==> config.mk <==
export PLATFORM = sky130hd
export DESIGN_NAME = regstore_xop_exec
export DESIGN_NICKNAME = d
export VERILOG_FILES = /design/src/verilog/regstore_xop_pkg.sv /design/src/verilog/regstore_xop_exec.sv
export VERILOG_INCLUDE_DIRS = /design/src /design/src/verilog
export SDC_FILE = /design/constraint.sdc
export NUM_CORES = 1
export LEC_CHECK = 0
export BUFFER_PORTS_ARGS = -buffer_cell sky130_fd_sc_hd__buf_2
export CAP_MARGIN = 20
export CORE_UTILIZATION = 25
export DETAILED_ROUTE_END_ITERATION = 6
export MAX_ROUTING_LAYER = met4
export SLEW_MARGIN = 5
export SYNTH_ARGS = -nofsm -noshare
export SYNTH_HDL_FRONTEND = slang
export SYNTH_SLANG_ARGS = --single-unit
==> constraint.sdc <==
create_clock -name clock -period 10 [get_ports clock]
set_input_delay 1 -clock clock [delete_from_list [all_inputs] [get_ports clock]]
set_output_delay 1 -clock clock [all_outputs]
set_load 0.05 [all_outputs]
==> src/verilog/regstore_xop_params.svh <==
/*
  constants for the register-store / trap executor: opcodes, fields,
  status bit positions, workspace offsets and vector table layout.
  assumes big-endian bit 0 = msb numbering maps to [15-n].
*/
`ifndef REGSTORE_XOP_PARAMS_SVH
`define REGSTORE_XOP_PARAMS_SVH
`define OPC_HI 15
`define OPC_LO 5
`define OPC_STORE_STATUS_INSTR 11'h016
`define OPC_STORE_WSP_INSTR 11'h015
`define OPC_AI 11'h011
`define OPC_CI 11'h014
`define OPC_LOAD_WSP_IMMEDIATE_INSTR 11'h017
`define OPC_RETURN_WITH_WORKSPACE_INSTR 11'h01c
`define XOP_HI 15
`define XOP_LO 10
`define XOP_CODE 6'h0b
`define TRAP_HI 9
`define TRAP_LO 6
`define MODE_HI 5
`define MODE_LO 4
`define REG_HI 3
`define REG_LO 0
`define MODE_REG 2'h0
`define MODE_IND 2'h1
`define MODE_SYM 2'h2
`define ST_LGT 15
`define ST_AGT 14
`define ST_EQ 13
`define ST_C 12
`define ST_OV 11
`define ST_TRAP 9
`define XOP_VEC_BASE 16'h0040
`define XOP_PC_OFS 16'h0002
`define WORD_STEP 16'h0002
`define WREG_R11 4'hb
`define WREG_R13 4'hd
`define WREG_R14 4'he
`define WREG_R15 4'hf
`endif

==> src/verilog/regstore_xop_pkg.sv <==
/*
  types for the register-store / trap executor.
  assumes nothing beyond the params header.
*/
package regstore_xop_pkg;
  typedef enum logic [2:0] {
    OP_STORE_STATUS_INSTR, OP_STORE_WSP_INSTR, OP_AI, OP_CI, OP_LOAD_WSP_IMMEDIATE_INSTR, OP_XOP, OP_RETURN_WITH_WORKSPACE_INSTR, OP_BAD
  } op_t;
  typedef enum logic [4:0] {
    S_IDLE, S_IMM, S_RREG, S_WREG, S_XREG, S_XSYM, S_XIDX, S_XINC,
    S_VWP, S_VPC, S_W11, S_W13, S_W14, S_W15, S_R13, S_R14, S_R15, S_DONE
  } state_t;
endpackage : regstore_xop_pkg

==> src/verilog/regstore_xop_exec.sv <==
/*
  executes store-status, store-wsp, add/compare immediate, load-wsp
  immediate, extended-op trap and return-with-workspace.
  assumes a word memory on the same clock: memReq held until a one-cycle
  memAck; read data valid with memAck. pcOut points past the opcode
  word when instrValid is given.
*/
`timescale 1ns/100ps
`default_nettype none
`include "regstore_xop_params.svh"

// Summary of operation
// [RULE1] store-status and store-wsp copy status or wsp to register, status kept
// [RULE2] store-wsp writes the address of workspace register 0
// [RULE3] add-immediate adds the second word to the register, writes the sum
// [RULE4] compare-immediate sets equal bit on match, register untouched
// [RULE5] load-wsp-immediate loads the second word into the workspace pointer
// [RULE6] trap source mode and register decode as a general source operand
// [RULE7] trap sets status bit 6
// [RULE8] trap vector at 0x40 plus four times number, pc in next word
// [RULE9] sixteen trap numbers, each with wsp and pc vector words
// [RULE10] trap saves old wsp, pc, status in new registers 13, 14, 15
// [RULE11] trap writes source effective address into new register 11
// [RULE12] no interrupt request sampling after a trap completes
// [RULE13] return restores wsp, pc, status from registers 13, 14, 15
// [RULE14] store instructions take register from bits 12-15, ignore bit 11
// [RULE15] workspace register n lives at wsp plus two times n
module regstore_xop_exec (
  input wire logic clock,
  input wire logic rst,
  input wire logic instrValid,
  input wire logic [15:0] instrWord,
  output logic instrReady,
  output logic memReq,
  output logic memWe,
  output logic [15:0] memAddr,
  output logic [15:0] memWdata,
  input wire logic [15:0] memRdata,
  input wire logic memAck,
  input wire logic intReqN,
  output logic [15:0] pcOut,
  output logic [15:0] wpOut,
  output logic [15:0] stOut,
  output logic done,
  output logic illegal,
  output logic intPending
);
  import regstore_xop_pkg::*;

  regstore_xop_pkg::state_t state_reg, state_next;
  regstore_xop_pkg::op_t op_reg, op_next;
  logic [15:0] instr_reg, instr_next;
  logic [15:0] pc_reg, pc_next, wp_reg, wp_next, st_reg, st_next;
  logic [15:0] imm_reg, imm_next, opnd_reg, opnd_next;
  logic [15:0] src_reg, src_next, newWp_reg, newWp_next;
  logic illegal_reg, illegal_next, intPend_reg, intPend_next;
  logic intSync1_reg, intSync2_reg;
  logic [3:0] regN, trapN;
  logic [1:0] mode;
  logic [16:0] sum;
  logic [15:0] vecAddr;
  op_t dec;

  function automatic logic [15:0] wsAddr(input logic [15:0] base,
                                         input logic [3:0] n);
    wsAddr = base + {11'h000, n, 1'b0}; // RULE15
  endfunction : wsAddr

  assign regN = instr_reg[`REG_HI:`REG_LO]; // RULE14
  assign trapN = instr_reg[`TRAP_HI:`TRAP_LO];
  assign mode = instr_reg[`MODE_HI:`MODE_LO]; // RULE6
  assign sum = {1'b0, opnd_reg} + {1'b0, imm_reg};
  assign vecAddr = `XOP_VEC_BASE + {10'h000, trapN, 2'h0}; // RULE8 RULE9

  always_comb begin
    case (instrWord[`OPC_HI:`OPC_LO])
      `OPC_STORE_STATUS_INSTR: dec = OP_STORE_STATUS_INSTR;
      `OPC_STORE_WSP_INSTR: dec = OP_STORE_WSP_INSTR;
      `OPC_AI: dec = OP_AI;
      `OPC_CI: dec = OP_CI;
      `OPC_LOAD_WSP_IMMEDIATE_INSTR: dec = OP_LOAD_WSP_IMMEDIATE_INSTR;
      `OPC_RETURN_WITH_WORKSPACE_INSTR: dec = OP_RETURN_WITH_WORKSPACE_INSTR;
      default: dec = OP_BAD;
    endcase
    if (instrWord[`XOP_HI:`XOP_LO] == `XOP_CODE) begin
      dec = OP_XOP;
    end
  end

  // memory port: address and data follow the registered state only
  always_comb begin
    memReq = 1'b1;
    memWe = 1'b0;
    memAddr = 16'h0000;
    memWdata = 16'h0000;
    case (state_reg)
      S_IMM, S_XSYM: memAddr = pc_reg;
      S_RREG, S_XREG, S_XIDX: memAddr = wsAddr(wp_reg, regN);
      S_WREG: begin
        memWe = 1'b1;
        memAddr = wsAddr(wp_reg, regN);
        if (op_reg == OP_STORE_STATUS_INSTR) begin
          memWdata = st_reg; // RULE1
        end else if (op_reg == OP_STORE_WSP_INSTR) begin
          memWdata = wp_reg; // RULE1 RULE2
        end else begin
          memWdata = sum[15:0]; // RULE3
        end
      end
      S_XINC: begin
        memWe = 1'b1;
        memAddr = wsAddr(wp_reg, regN);
        memWdata = src_reg + `WORD_STEP;
      end
      S_VWP: memAddr = vecAddr;
      S_VPC: memAddr = vecAddr + `XOP_PC_OFS;
      S_W11: begin
        memWe = 1'b1;
        memAddr = wsAddr(newWp_reg, `WREG_R11);
        memWdata = src_reg; // RULE11
      end
      S_W13: begin
        memWe = 1'b1;
        memAddr = wsAddr(newWp_reg, `WREG_R13);
        memWdata = wp_reg; // RULE10
      end
      S_W14: begin
        memWe = 1'b1;
        memAddr = wsAddr(newWp_reg, `WREG_R14);
        memWdata = pc_reg; // RULE10
      end
      S_W15: begin
        memWe = 1'b1;
        memAddr = wsAddr(newWp_reg, `WREG_R15);
        memWdata = st_reg; // RULE10
      end
      S_R13: memAddr = wsAddr(wp_reg, `WREG_R13); // RULE13
      S_R14: memAddr = wsAddr(wp_reg, `WREG_R14); // RULE13
      S_R15: memAddr = wsAddr(wp_reg, `WREG_R15); // RULE13
      default: memReq = 1'b0;
    endcase
  end

  always_comb begin
    state_next = state_reg;
    op_next = op_reg;
    instr_next = instr_reg;
    pc_next = pc_reg;
    wp_next = wp_reg;
    st_next = st_reg;
    imm_next = imm_reg;
    opnd_next = opnd_reg;
    src_next = src_reg;
    newWp_next = newWp_reg;
    illegal_next = 1'b0;
    intPend_next = intPend_reg;
    case (state_reg)
      S_IDLE: begin
        if (instrValid) begin
          op_next = dec;
          instr_next = instrWord;
          case (dec)
            OP_STORE_STATUS_INSTR, OP_STORE_WSP_INSTR: state_next = S_WREG;
            OP_AI, OP_CI, OP_LOAD_WSP_IMMEDIATE_INSTR: state_next = S_IMM;
            OP_RETURN_WITH_WORKSPACE_INSTR: state_next = S_R13;
            OP_XOP: begin
              if (instrWord[`MODE_HI:`MODE_LO] == `MODE_REG) begin
                src_next = wsAddr(wp_reg, instrWord[`REG_HI:`REG_LO]);
                state_next = S_VWP; // RULE6
              end else if (instrWord[`MODE_HI:`MODE_LO] == `MODE_SYM) begin
                state_next = S_XSYM; // RULE6
              end else begin
                state_next = S_XREG; // RULE6
              end
            end
            default: begin
              illegal_next = 1'b1;
              state_next = S_DONE;
            end
          endcase
        end
      end
      S_IMM: if (memAck) begin
        imm_next = memRdata;
        pc_next = pc_reg + `WORD_STEP;
        if (op_reg == OP_LOAD_WSP_IMMEDIATE_INSTR) begin
          wp_next = memRdata; // RULE5
          state_next = S_DONE;
        end else begin
          state_next = S_RREG;
        end
      end
      S_RREG: if (memAck) begin
        opnd_next = memRdata;
        if (op_reg == OP_CI) begin
          // compare only: the register is never written back
          st_next[`ST_LGT] = memRdata > imm_reg;
          st_next[`ST_AGT] = $signed(memRdata) > $signed(imm_reg);
          st_next[`ST_EQ] = memRdata == imm_reg; // RULE4
          state_next = S_DONE;
        end else begin
          state_next = S_WREG;
        end
      end
      S_WREG: if (memAck) begin
        if (op_reg == OP_AI) begin
          st_next[`ST_LGT] = sum[15:0] != 16'h0000;
          st_next[`ST_AGT] = !sum[15] && sum[15:0] != 16'h0000;
          st_next[`ST_EQ] = sum[15:0] == 16'h0000;
          st_next[`ST_C] = sum[16];
          st_next[`ST_OV] = (opnd_reg[15] == imm_reg[15]) &&
                            (sum[15] != opnd_reg[15]); // RULE3
        end
        state_next = S_DONE;
      end
      S_XREG: if (memAck) begin
        src_next = memRdata;
        state_next = mode[1] ? S_XINC : S_VWP;
      end
      S_XSYM: if (memAck) begin
        pc_next = pc_reg + `WORD_STEP;
        imm_next = memRdata;
        src_next = memRdata;
        state_next = (regN == 4'h0) ? S_VWP : S_XIDX;
      end
      S_XIDX: if (memAck) begin
        src_next = imm_reg + memRdata;
        state_next = S_VWP;
      end
      S_XINC: if (memAck) begin
        state_next = S_VWP;
      end
      S_VWP: if (memAck) begin
        newWp_next = memRdata; // RULE8
        state_next = S_VPC;
      end
      S_VPC: if (memAck) begin
        imm_next = memRdata; // RULE8
        state_next = S_W11;
      end
      S_W11: if (memAck) begin
        state_next = S_W13;
      end
      S_W13: if (memAck) begin
        state_next = S_W14;
      end
      S_W14: if (memAck) begin
        state_next = S_W15;
      end
      S_W15: if (memAck) begin
        wp_next = newWp_reg;
        pc_next = imm_reg;
        st_next[`ST_TRAP] = 1'b1; // RULE7
        state_next = S_DONE;
      end
      S_R13: if (memAck) begin
        newWp_next = memRdata;
        state_next = S_R14;
      end
      S_R14: if (memAck) begin
        imm_next = memRdata;
        state_next = S_R15;
      end
      S_R15: if (memAck) begin
        st_next = memRdata; // RULE13
        wp_next = newWp_reg;
        pc_next = imm_reg;
        state_next = S_DONE;
      end
      S_DONE: begin
        // the boundary after a trap skips the request so the handler
        // gets at least its first instruction
        if (op_reg != OP_XOP) begin
          intPend_next = !intSync2_reg; // RULE12
        end
        state_next = S_IDLE;
      end
      default: state_next = S_IDLE;
    endcase
  end

  always_ff @(posedge clock or posedge rst) begin
    if (rst) begin
      state_reg <= S_IDLE;
      op_reg <= OP_BAD;
      instr_reg <= 16'h0000;
      pc_reg <= 16'h0000;
      wp_reg <= 16'h0000;
      st_reg <= 16'h0000;
      imm_reg <= 16'h0000;
      opnd_reg <= 16'h0000;
      src_reg <= 16'h0000;
      newWp_reg <= 16'h0000;
      illegal_reg <= 1'b0;
      intPend_reg <= 1'b0;
      intSync1_reg <= 1'b1;
      intSync2_reg <= 1'b1;
    end else begin
      state_reg <= state_next;
      op_reg <= op_next;
      instr_reg <= instr_next;
      pc_reg <= pc_next;
      wp_reg <= wp_next;
      st_reg <= st_next;
      imm_reg <= imm_next;
      opnd_reg <= opnd_next;
      src_reg <= src_next;
      newWp_reg <= newWp_next;
      illegal_reg <= illegal_next;
      intPend_reg <= intPend_next;
      intSync1_reg <= intReqN;
      intSync2_reg <= intSync1_reg;
    end
  end

  assign instrReady = state_reg == S_IDLE;
  assign done = state_reg == S_DONE;
  assign illegal = illegal_reg;
  assign intPending = intPend_reg;
  assign pcOut = pc_reg;
  assign wpOut = wp_reg;
  assign stOut = st_reg;
endmodule : regstore_xop_exec
`default_nettype wire

## Word-level counts from Yosys, hierarchy flattened

Cells that the tools add are included.

- Add/subtract/negate cells: 15
- Order comparisons: 2
- Eq/ne operators: 65
- Multiplexer cells: 55
- Reduce and logical (&&, ||, !) cells: 43

Operators with widths:

| operator | count |
|---|---|
| 16-bit 2-to-1 mux | 13 |
| 16-bit one-hot mux with 11 select lines | 1 |
| 16-bit by 5-bit adder with 16-bit output (second input constant) | 7 |
| 16-bit one-hot mux with 6 select lines | 1 |
| 5-bit 2-to-1 mux | 18 |
| 5-bit one-hot mux with 14 select lines | 1 |
| 11-bit by 5-bit == test with 1-bit output (second input constant) | 6 |
| 16-bit one-hot mux with 2 select lines | 2 |
| 16-bit one-hot mux with 3 select lines | 1 |
| 5-bit by 4-bit == test with 1-bit output (second input constant) | 8 |
| 2-bit inequality test (second input constant) | 19 |
| 16-bit by 2-bit adder with 16-bit output (second input constant) | 2 |
| 16-bit by 5-bit adder with 16-bit output | 2 |
| 16-bit greater-than comparator | 2 |
| 5-bit by 3-bit == test with 1-bit output (second input constant) | 4 |
| 5-bit one-hot mux with 4 select lines | 1 |
| 3-bit one-hot mux with 6 select lines | 1 |
| 16-bit by 16-bit adder with 17-bit output | 1 |
| 16-bit adder | 1 |
| 16-bit == test | 1 |
| 16-bit logical NOT | 1 |
| 16-bit nonzero test | 1 |
| 16-bit OR reduction | 1 |
| 2-bit by 1-bit inequality test with 1-bit output (second input constant) | 7 |
| 38 further kinds | 78 |

- Flip-flop bits (word level): 134
- Input port bits: 37
- Output and inout port bits: 86
- Logic and storage cells: 197

## Longest topological paths before layout

- Depth after elaboration: 8
- Mapped depth: 14
- Mapped depth without buffers: 11

## Least setup slack after synthesis

Ideal clock, no wire load.

- Path type: flip-flop to output port
- Start point: register imm_reg[10]
- End point: output memWdata[15]
- Data arrival time: 3.741 ns
- Required time: 9.000 ns
- Slack: 5.259 ns
- Stages on the path, launching flop included: 9
- Path buffers: 1
- Cells stage by stage: dfrtp_1 ha_1 clkbuf_1 a21oi_1 o2111ai_1 a31oi_1 o31ai_1 xnor2_1 o311ai_0

- Longest elaborated chain between the ends: 4

RTL lines:

| element | RTL line | source |
|---|---|---|
| from (decl) | regstore_xop_exec.sv:54 | `logic [15:0] imm_reg, imm_next, opnd_reg, opnd_next;` |
| from (signal assigned) | regstore_xop_exec.sv:305 | `imm_reg <= imm_next;` |
| 16-bit by 16-bit adder with 17-bit output | regstore_xop_exec.sv:72 | `assign sum = {1'b0, opnd_reg} + {1'b0, imm_reg};` |
| 16-bit 2-to-1 mux | regstore_xop_exec.sv:104 | `end else if (op_reg == OP_STORE_WSP_INSTR) begin` |
| 16-bit 2-to-1 mux | regstore_xop_exec.sv:102 | `if (op_reg == OP_STORE_STATUS_INSTR) begin` |
| 16-bit one-hot mux with 6 select lines | regstore_xop_exec.sv:96 | `case (state_reg)` |
| to (decl) | regstore_xop_exec.sv:37 | `output logic [15:0] memWdata,` |

Every way passes these cells.

## Final worst setup path

- Start point: register state_reg[4]
- End point: output memAddr[15]

- Longest elaborated chain between the ends: 3
- Elaborated cells on any way between the ends: 19
- Classes of those cells: 16 x eq/ne; 1 x mux; 2 x reduce/logical

RTL lines:

| element | RTL line | source |
|---|---|---|
| from (decl) | regstore_xop_exec.sv:50 | `regstore_xop_pkg::state_t state_reg, state_next;` |
| from (signal assigned) | regstore_xop_exec.sv:299 | `state_reg <= state_next;` |
| 5-bit by 2-bit == test with 1-bit output (tied with other cells) | regstore_xop_exec.sv:96 |  |
| 5-bit OR reduction (no source line) or 2-bit OR reduction (tied branches) | - |  |
| 16-bit one-hot mux with 11 select lines (*) | regstore_xop_exec.sv:96 |  |
| to (decl) | regstore_xop_exec.sv:36 | `output logic [15:0] memAddr,` |

Every way passes the cells marked *; elsewhere a longest branch is shown, timed or not.

==> results_dict.tcl <==
set metrics [dict create \
    status "finished, final reports clean" \
    tritoncts "yes" \
    die_area_um2 52000 \
    antenna_found_initial 0 \
    htreeDepth 4 \
    clock_latency_ns 0.45 \
    overflow 0 \
    p_comb_share_pct 63.2 \
    slowest_delay_ns 0.88 \
    synthFlopType "dfrtp_1" \
    area_growth_pct 14.4 \
    cts_resized 0 \
    p_seq_share_pct 24.1 \
    hold_class "reg -> reg" \
    intPower_uw 2390 \
    finalSetupTns_ns 0 \
    slew_headroom_pct 23.8 \
    grt_pass1_wl_mm 85.3 \
    yosys_warnings 0 \
    hold_slack_ns 0.355 \
    path_max_fanout 25 \
    slew_violations 0 \
    critPathSlowestCell "nor2_2" \
    start_util_pct 25.4 \
    grt_start_max_net_pins 84 \
    power.density_nw_per_um2 380 \
    cpLargestDelayFamily "simple AND/OR/NAND/NOR gates" \
    start_kind "register" \
    period_minus_slack_ns 6.07 \
    ant_nets 0 \
    setup_viol 0 \
    clock-sinks 133 \
    maxCapViolCount 0 \
    diodes 0 \
    final_core_util_pct 29.1 \
    p_sw_uw 3170 \
    rr_endpoint "stOut[12]$_DFFE_PP0P_" \
    netlist_instances 1632 \
    cp_num_cells 11 \
    peakVddDrop_mv 0.135 \
    io_pins 123 \
    endpoint "memAddr[15]" \
    synth_edf_count 0 \
    avgSynthCellArea_um2 7.83 \
    rows 82 \
    holdBufCountCts 0 \
    skew_ns 0.00792 \
    drt-pass1-iter-count 6 \
    finalHoldViolCount 0 \
    cts.clk_slew.worst_paths_ns 0.06 \
    worst_slew_pin_slew_ns 1.14 \
    multi_input_area_um2 8800 \
    switching_share_pct 57.0 \
    r2r_cells 6 \
    grt.busiest_layer "met2" \
    clockRootBuffer "clkbuf_16" \
    async_flop_share_pct 100 \
    critPathLaunch "state_reg[4]$_DFFE_PP0P_" \
    reg2reg_setup_slack_ns 6.07 \
    die_width_um 228 \
    portBuffers 122 \
    crit_arrival_ns 5.07 \
    ys_seq_elements 133 \
    vias 13687 \
    fin_crit_sh_pct 60.7 \
    cts_buffers 17 \
    synthesis.area_um2 12800 \
    synth_nets 1734 \
    use_met2_pct 34.8 \
    drive_above_1_share_pct 15.2 \
    grt_util_all_layers_pct 22.2 \
    whs_path_depth 0 \
    final_net_count 1785 \
    critical_path_buf_inv_count 1 \
    fill_cells 5465 \
    use_met1_pct 28.9 \
    p_clk_share_pct 12.7 \
    gp_congestion 0.973 \
    worstReg2RegStart "state_reg[4]$_DFFE_PP0P_" \
    routed_wl_mm 57.2 \
    hpwlAfterDp_mm 43.3 \
    synth.yosys.seq_area_share_pct 26.1 \
    power.total_uw 5550 \
    post-cts-setup-buffers 0 \
    vias_per_cell 5.78 \
    grt_setup_unrepaired "false" \
    synth_cell_type_count 89 \
    cts.path.max_buffers 2 \
    drc 0 \
    p_leak_uw 0.00597 \
    cp-end-kind "output port" \
    first_iter_violations 1470 \
    core_um2 50300 \
    grt_pass1_vias 12841 \
    seq_area_um2 3330 \
    crit_type "reg -> out" \
    die_h_um 228 \
    path_cells "or4b_4 > nor2_2 > nor2_1 > a21oi_1 > ha_1 > a21boi_1 > nor3_1 > nor3b_1 > xor2_1 > o211ai_1 > buf_2" \
    wl_per_cell_um 24.2 \
    fmax_mhz 165 \
    required_ns 9.00 \
    met3_usage_pct 2.97 \
]
-- how the worst min path moves through the flow --
stage | from | to | slack, ns
2_1_floorplan | intSync1_reg$_DFF_PP1_ | intSync2_reg$_DFF_PP1_ | 0.35
6_report | intSync1_reg$_DFF_PP1_ | intSync2_reg$_DFF_PP1_ | 0.36
5_1_grt | intSync1_reg$_DFF_PP1_ | intSync2_reg$_DFF_PP1_ | 0.36
3_5_place_dp | intSync1_reg$_DFF_PP1_ | intSync2_reg$_DFF_PP1_ | 0.35
4_1_cts | intSync1_reg$_DFF_PP1_ | intSync2_reg$_DFF_PP1_ | 0.36
3_3_place_gp | intSync1_reg$_DFF_PP1_ | intSync2_reg$_DFF_PP1_ | 0.35
-- routing by layer --
metal  vias up  share of wire (%)
met5         -                  0
met4         0                3.6
met3       108                7.2
met2       669                 46
met1      6744                 43
li1       6166                  -
-- power by group through the flow --
stage / logic [uW] / clock network (uW) / registers, uW
global route: 3790 / 742 / 1360
floorplan: 2400 / 0 / 1290
detailed placement: 3470 / 0 / 1320
finish: 3510 / 707 / 1340
CTS: 3480 / 716 / 1310
global placement: 3430 / 0 / 1320
-- area by class of cell --
cell class / instances / area share, %
Timing Repair Buffer: 145 / 5.41
Sequential cell: 133 / 22.8
Clock inverter: 12 / 1.40
Tap cell: 672 / 5.75
Clock buffer: 19 / 2.96
Multi-Input combinational cell: 1329 / 60.2
Inverter: 57 / 1.50
-- logic make-up after synthesis --
kind of cell | share of synthesized area, %
AND/OR/NAND/NOR | 21.6
adder cells (fa/ha/maj) | 6.60
flip-flops | 26.1
AO/OA/AOI/OAI | 26.8
buffers and inverters | 5.35
XOR/XNOR | 7.26
multiplexers | 6.31
-- synthesized netlist by cell type, types with 16 or more instances --
master    number  area share, %
xor2_1        42            2.9
clkbuf_1      85            2.5
dfrtp_1      128             25
a31oi_1       23            1.1
nand3_1       37            1.4
nor2_1       119            3.5
nand4_1       20           0.98
mux2_2        44            3.9
nand2_1      193            5.7
a22oi_1       24            1.4
a211oi_1      16           0.94
inv_1         55            1.6
nor4_1        19           0.93
o22ai_1       24            1.2
xnor2_1       64            4.4
ha_1          61            6.0
a21oi_1      120            4.7
nor3_1        57            2.2
mux2i_1       31            2.4
o21ai_0      138            5.4
o211ai_1      19            1.1
-- placed cells by master (no fill, tap or decap), types with 37 or more instances in the layout --
| cell type | instances |
|---|---|
| inv_1 | 54 |
| xnor2_1 | 64 |
| nand2_1 | 193 |
| ha_1 | 61 |
| o21ai_0 | 138 |
| buf_2 | 122 |
| a21oi_1 | 120 |
| nand3_1 | 37 |
| nor2_1 | 116 |
| nor3_1 | 54 |
| xor2_1 | 42 |
| dfrtp_1 | 128 |
| mux2_2 | 44 |
-- per-stage QoR --
step	instance area, um^2	setup WS [ns]	cells
after floorplan	12800	5.26	1632
after global placement	14000	4.48	2334
after detailed placement	14000	4.43	2335
after CTS	14600	3.93	2366
after global routing	14600	3.67	2367
final	14600	3.93	2367
Note: power is estimated with default switching activity, not from simulation.
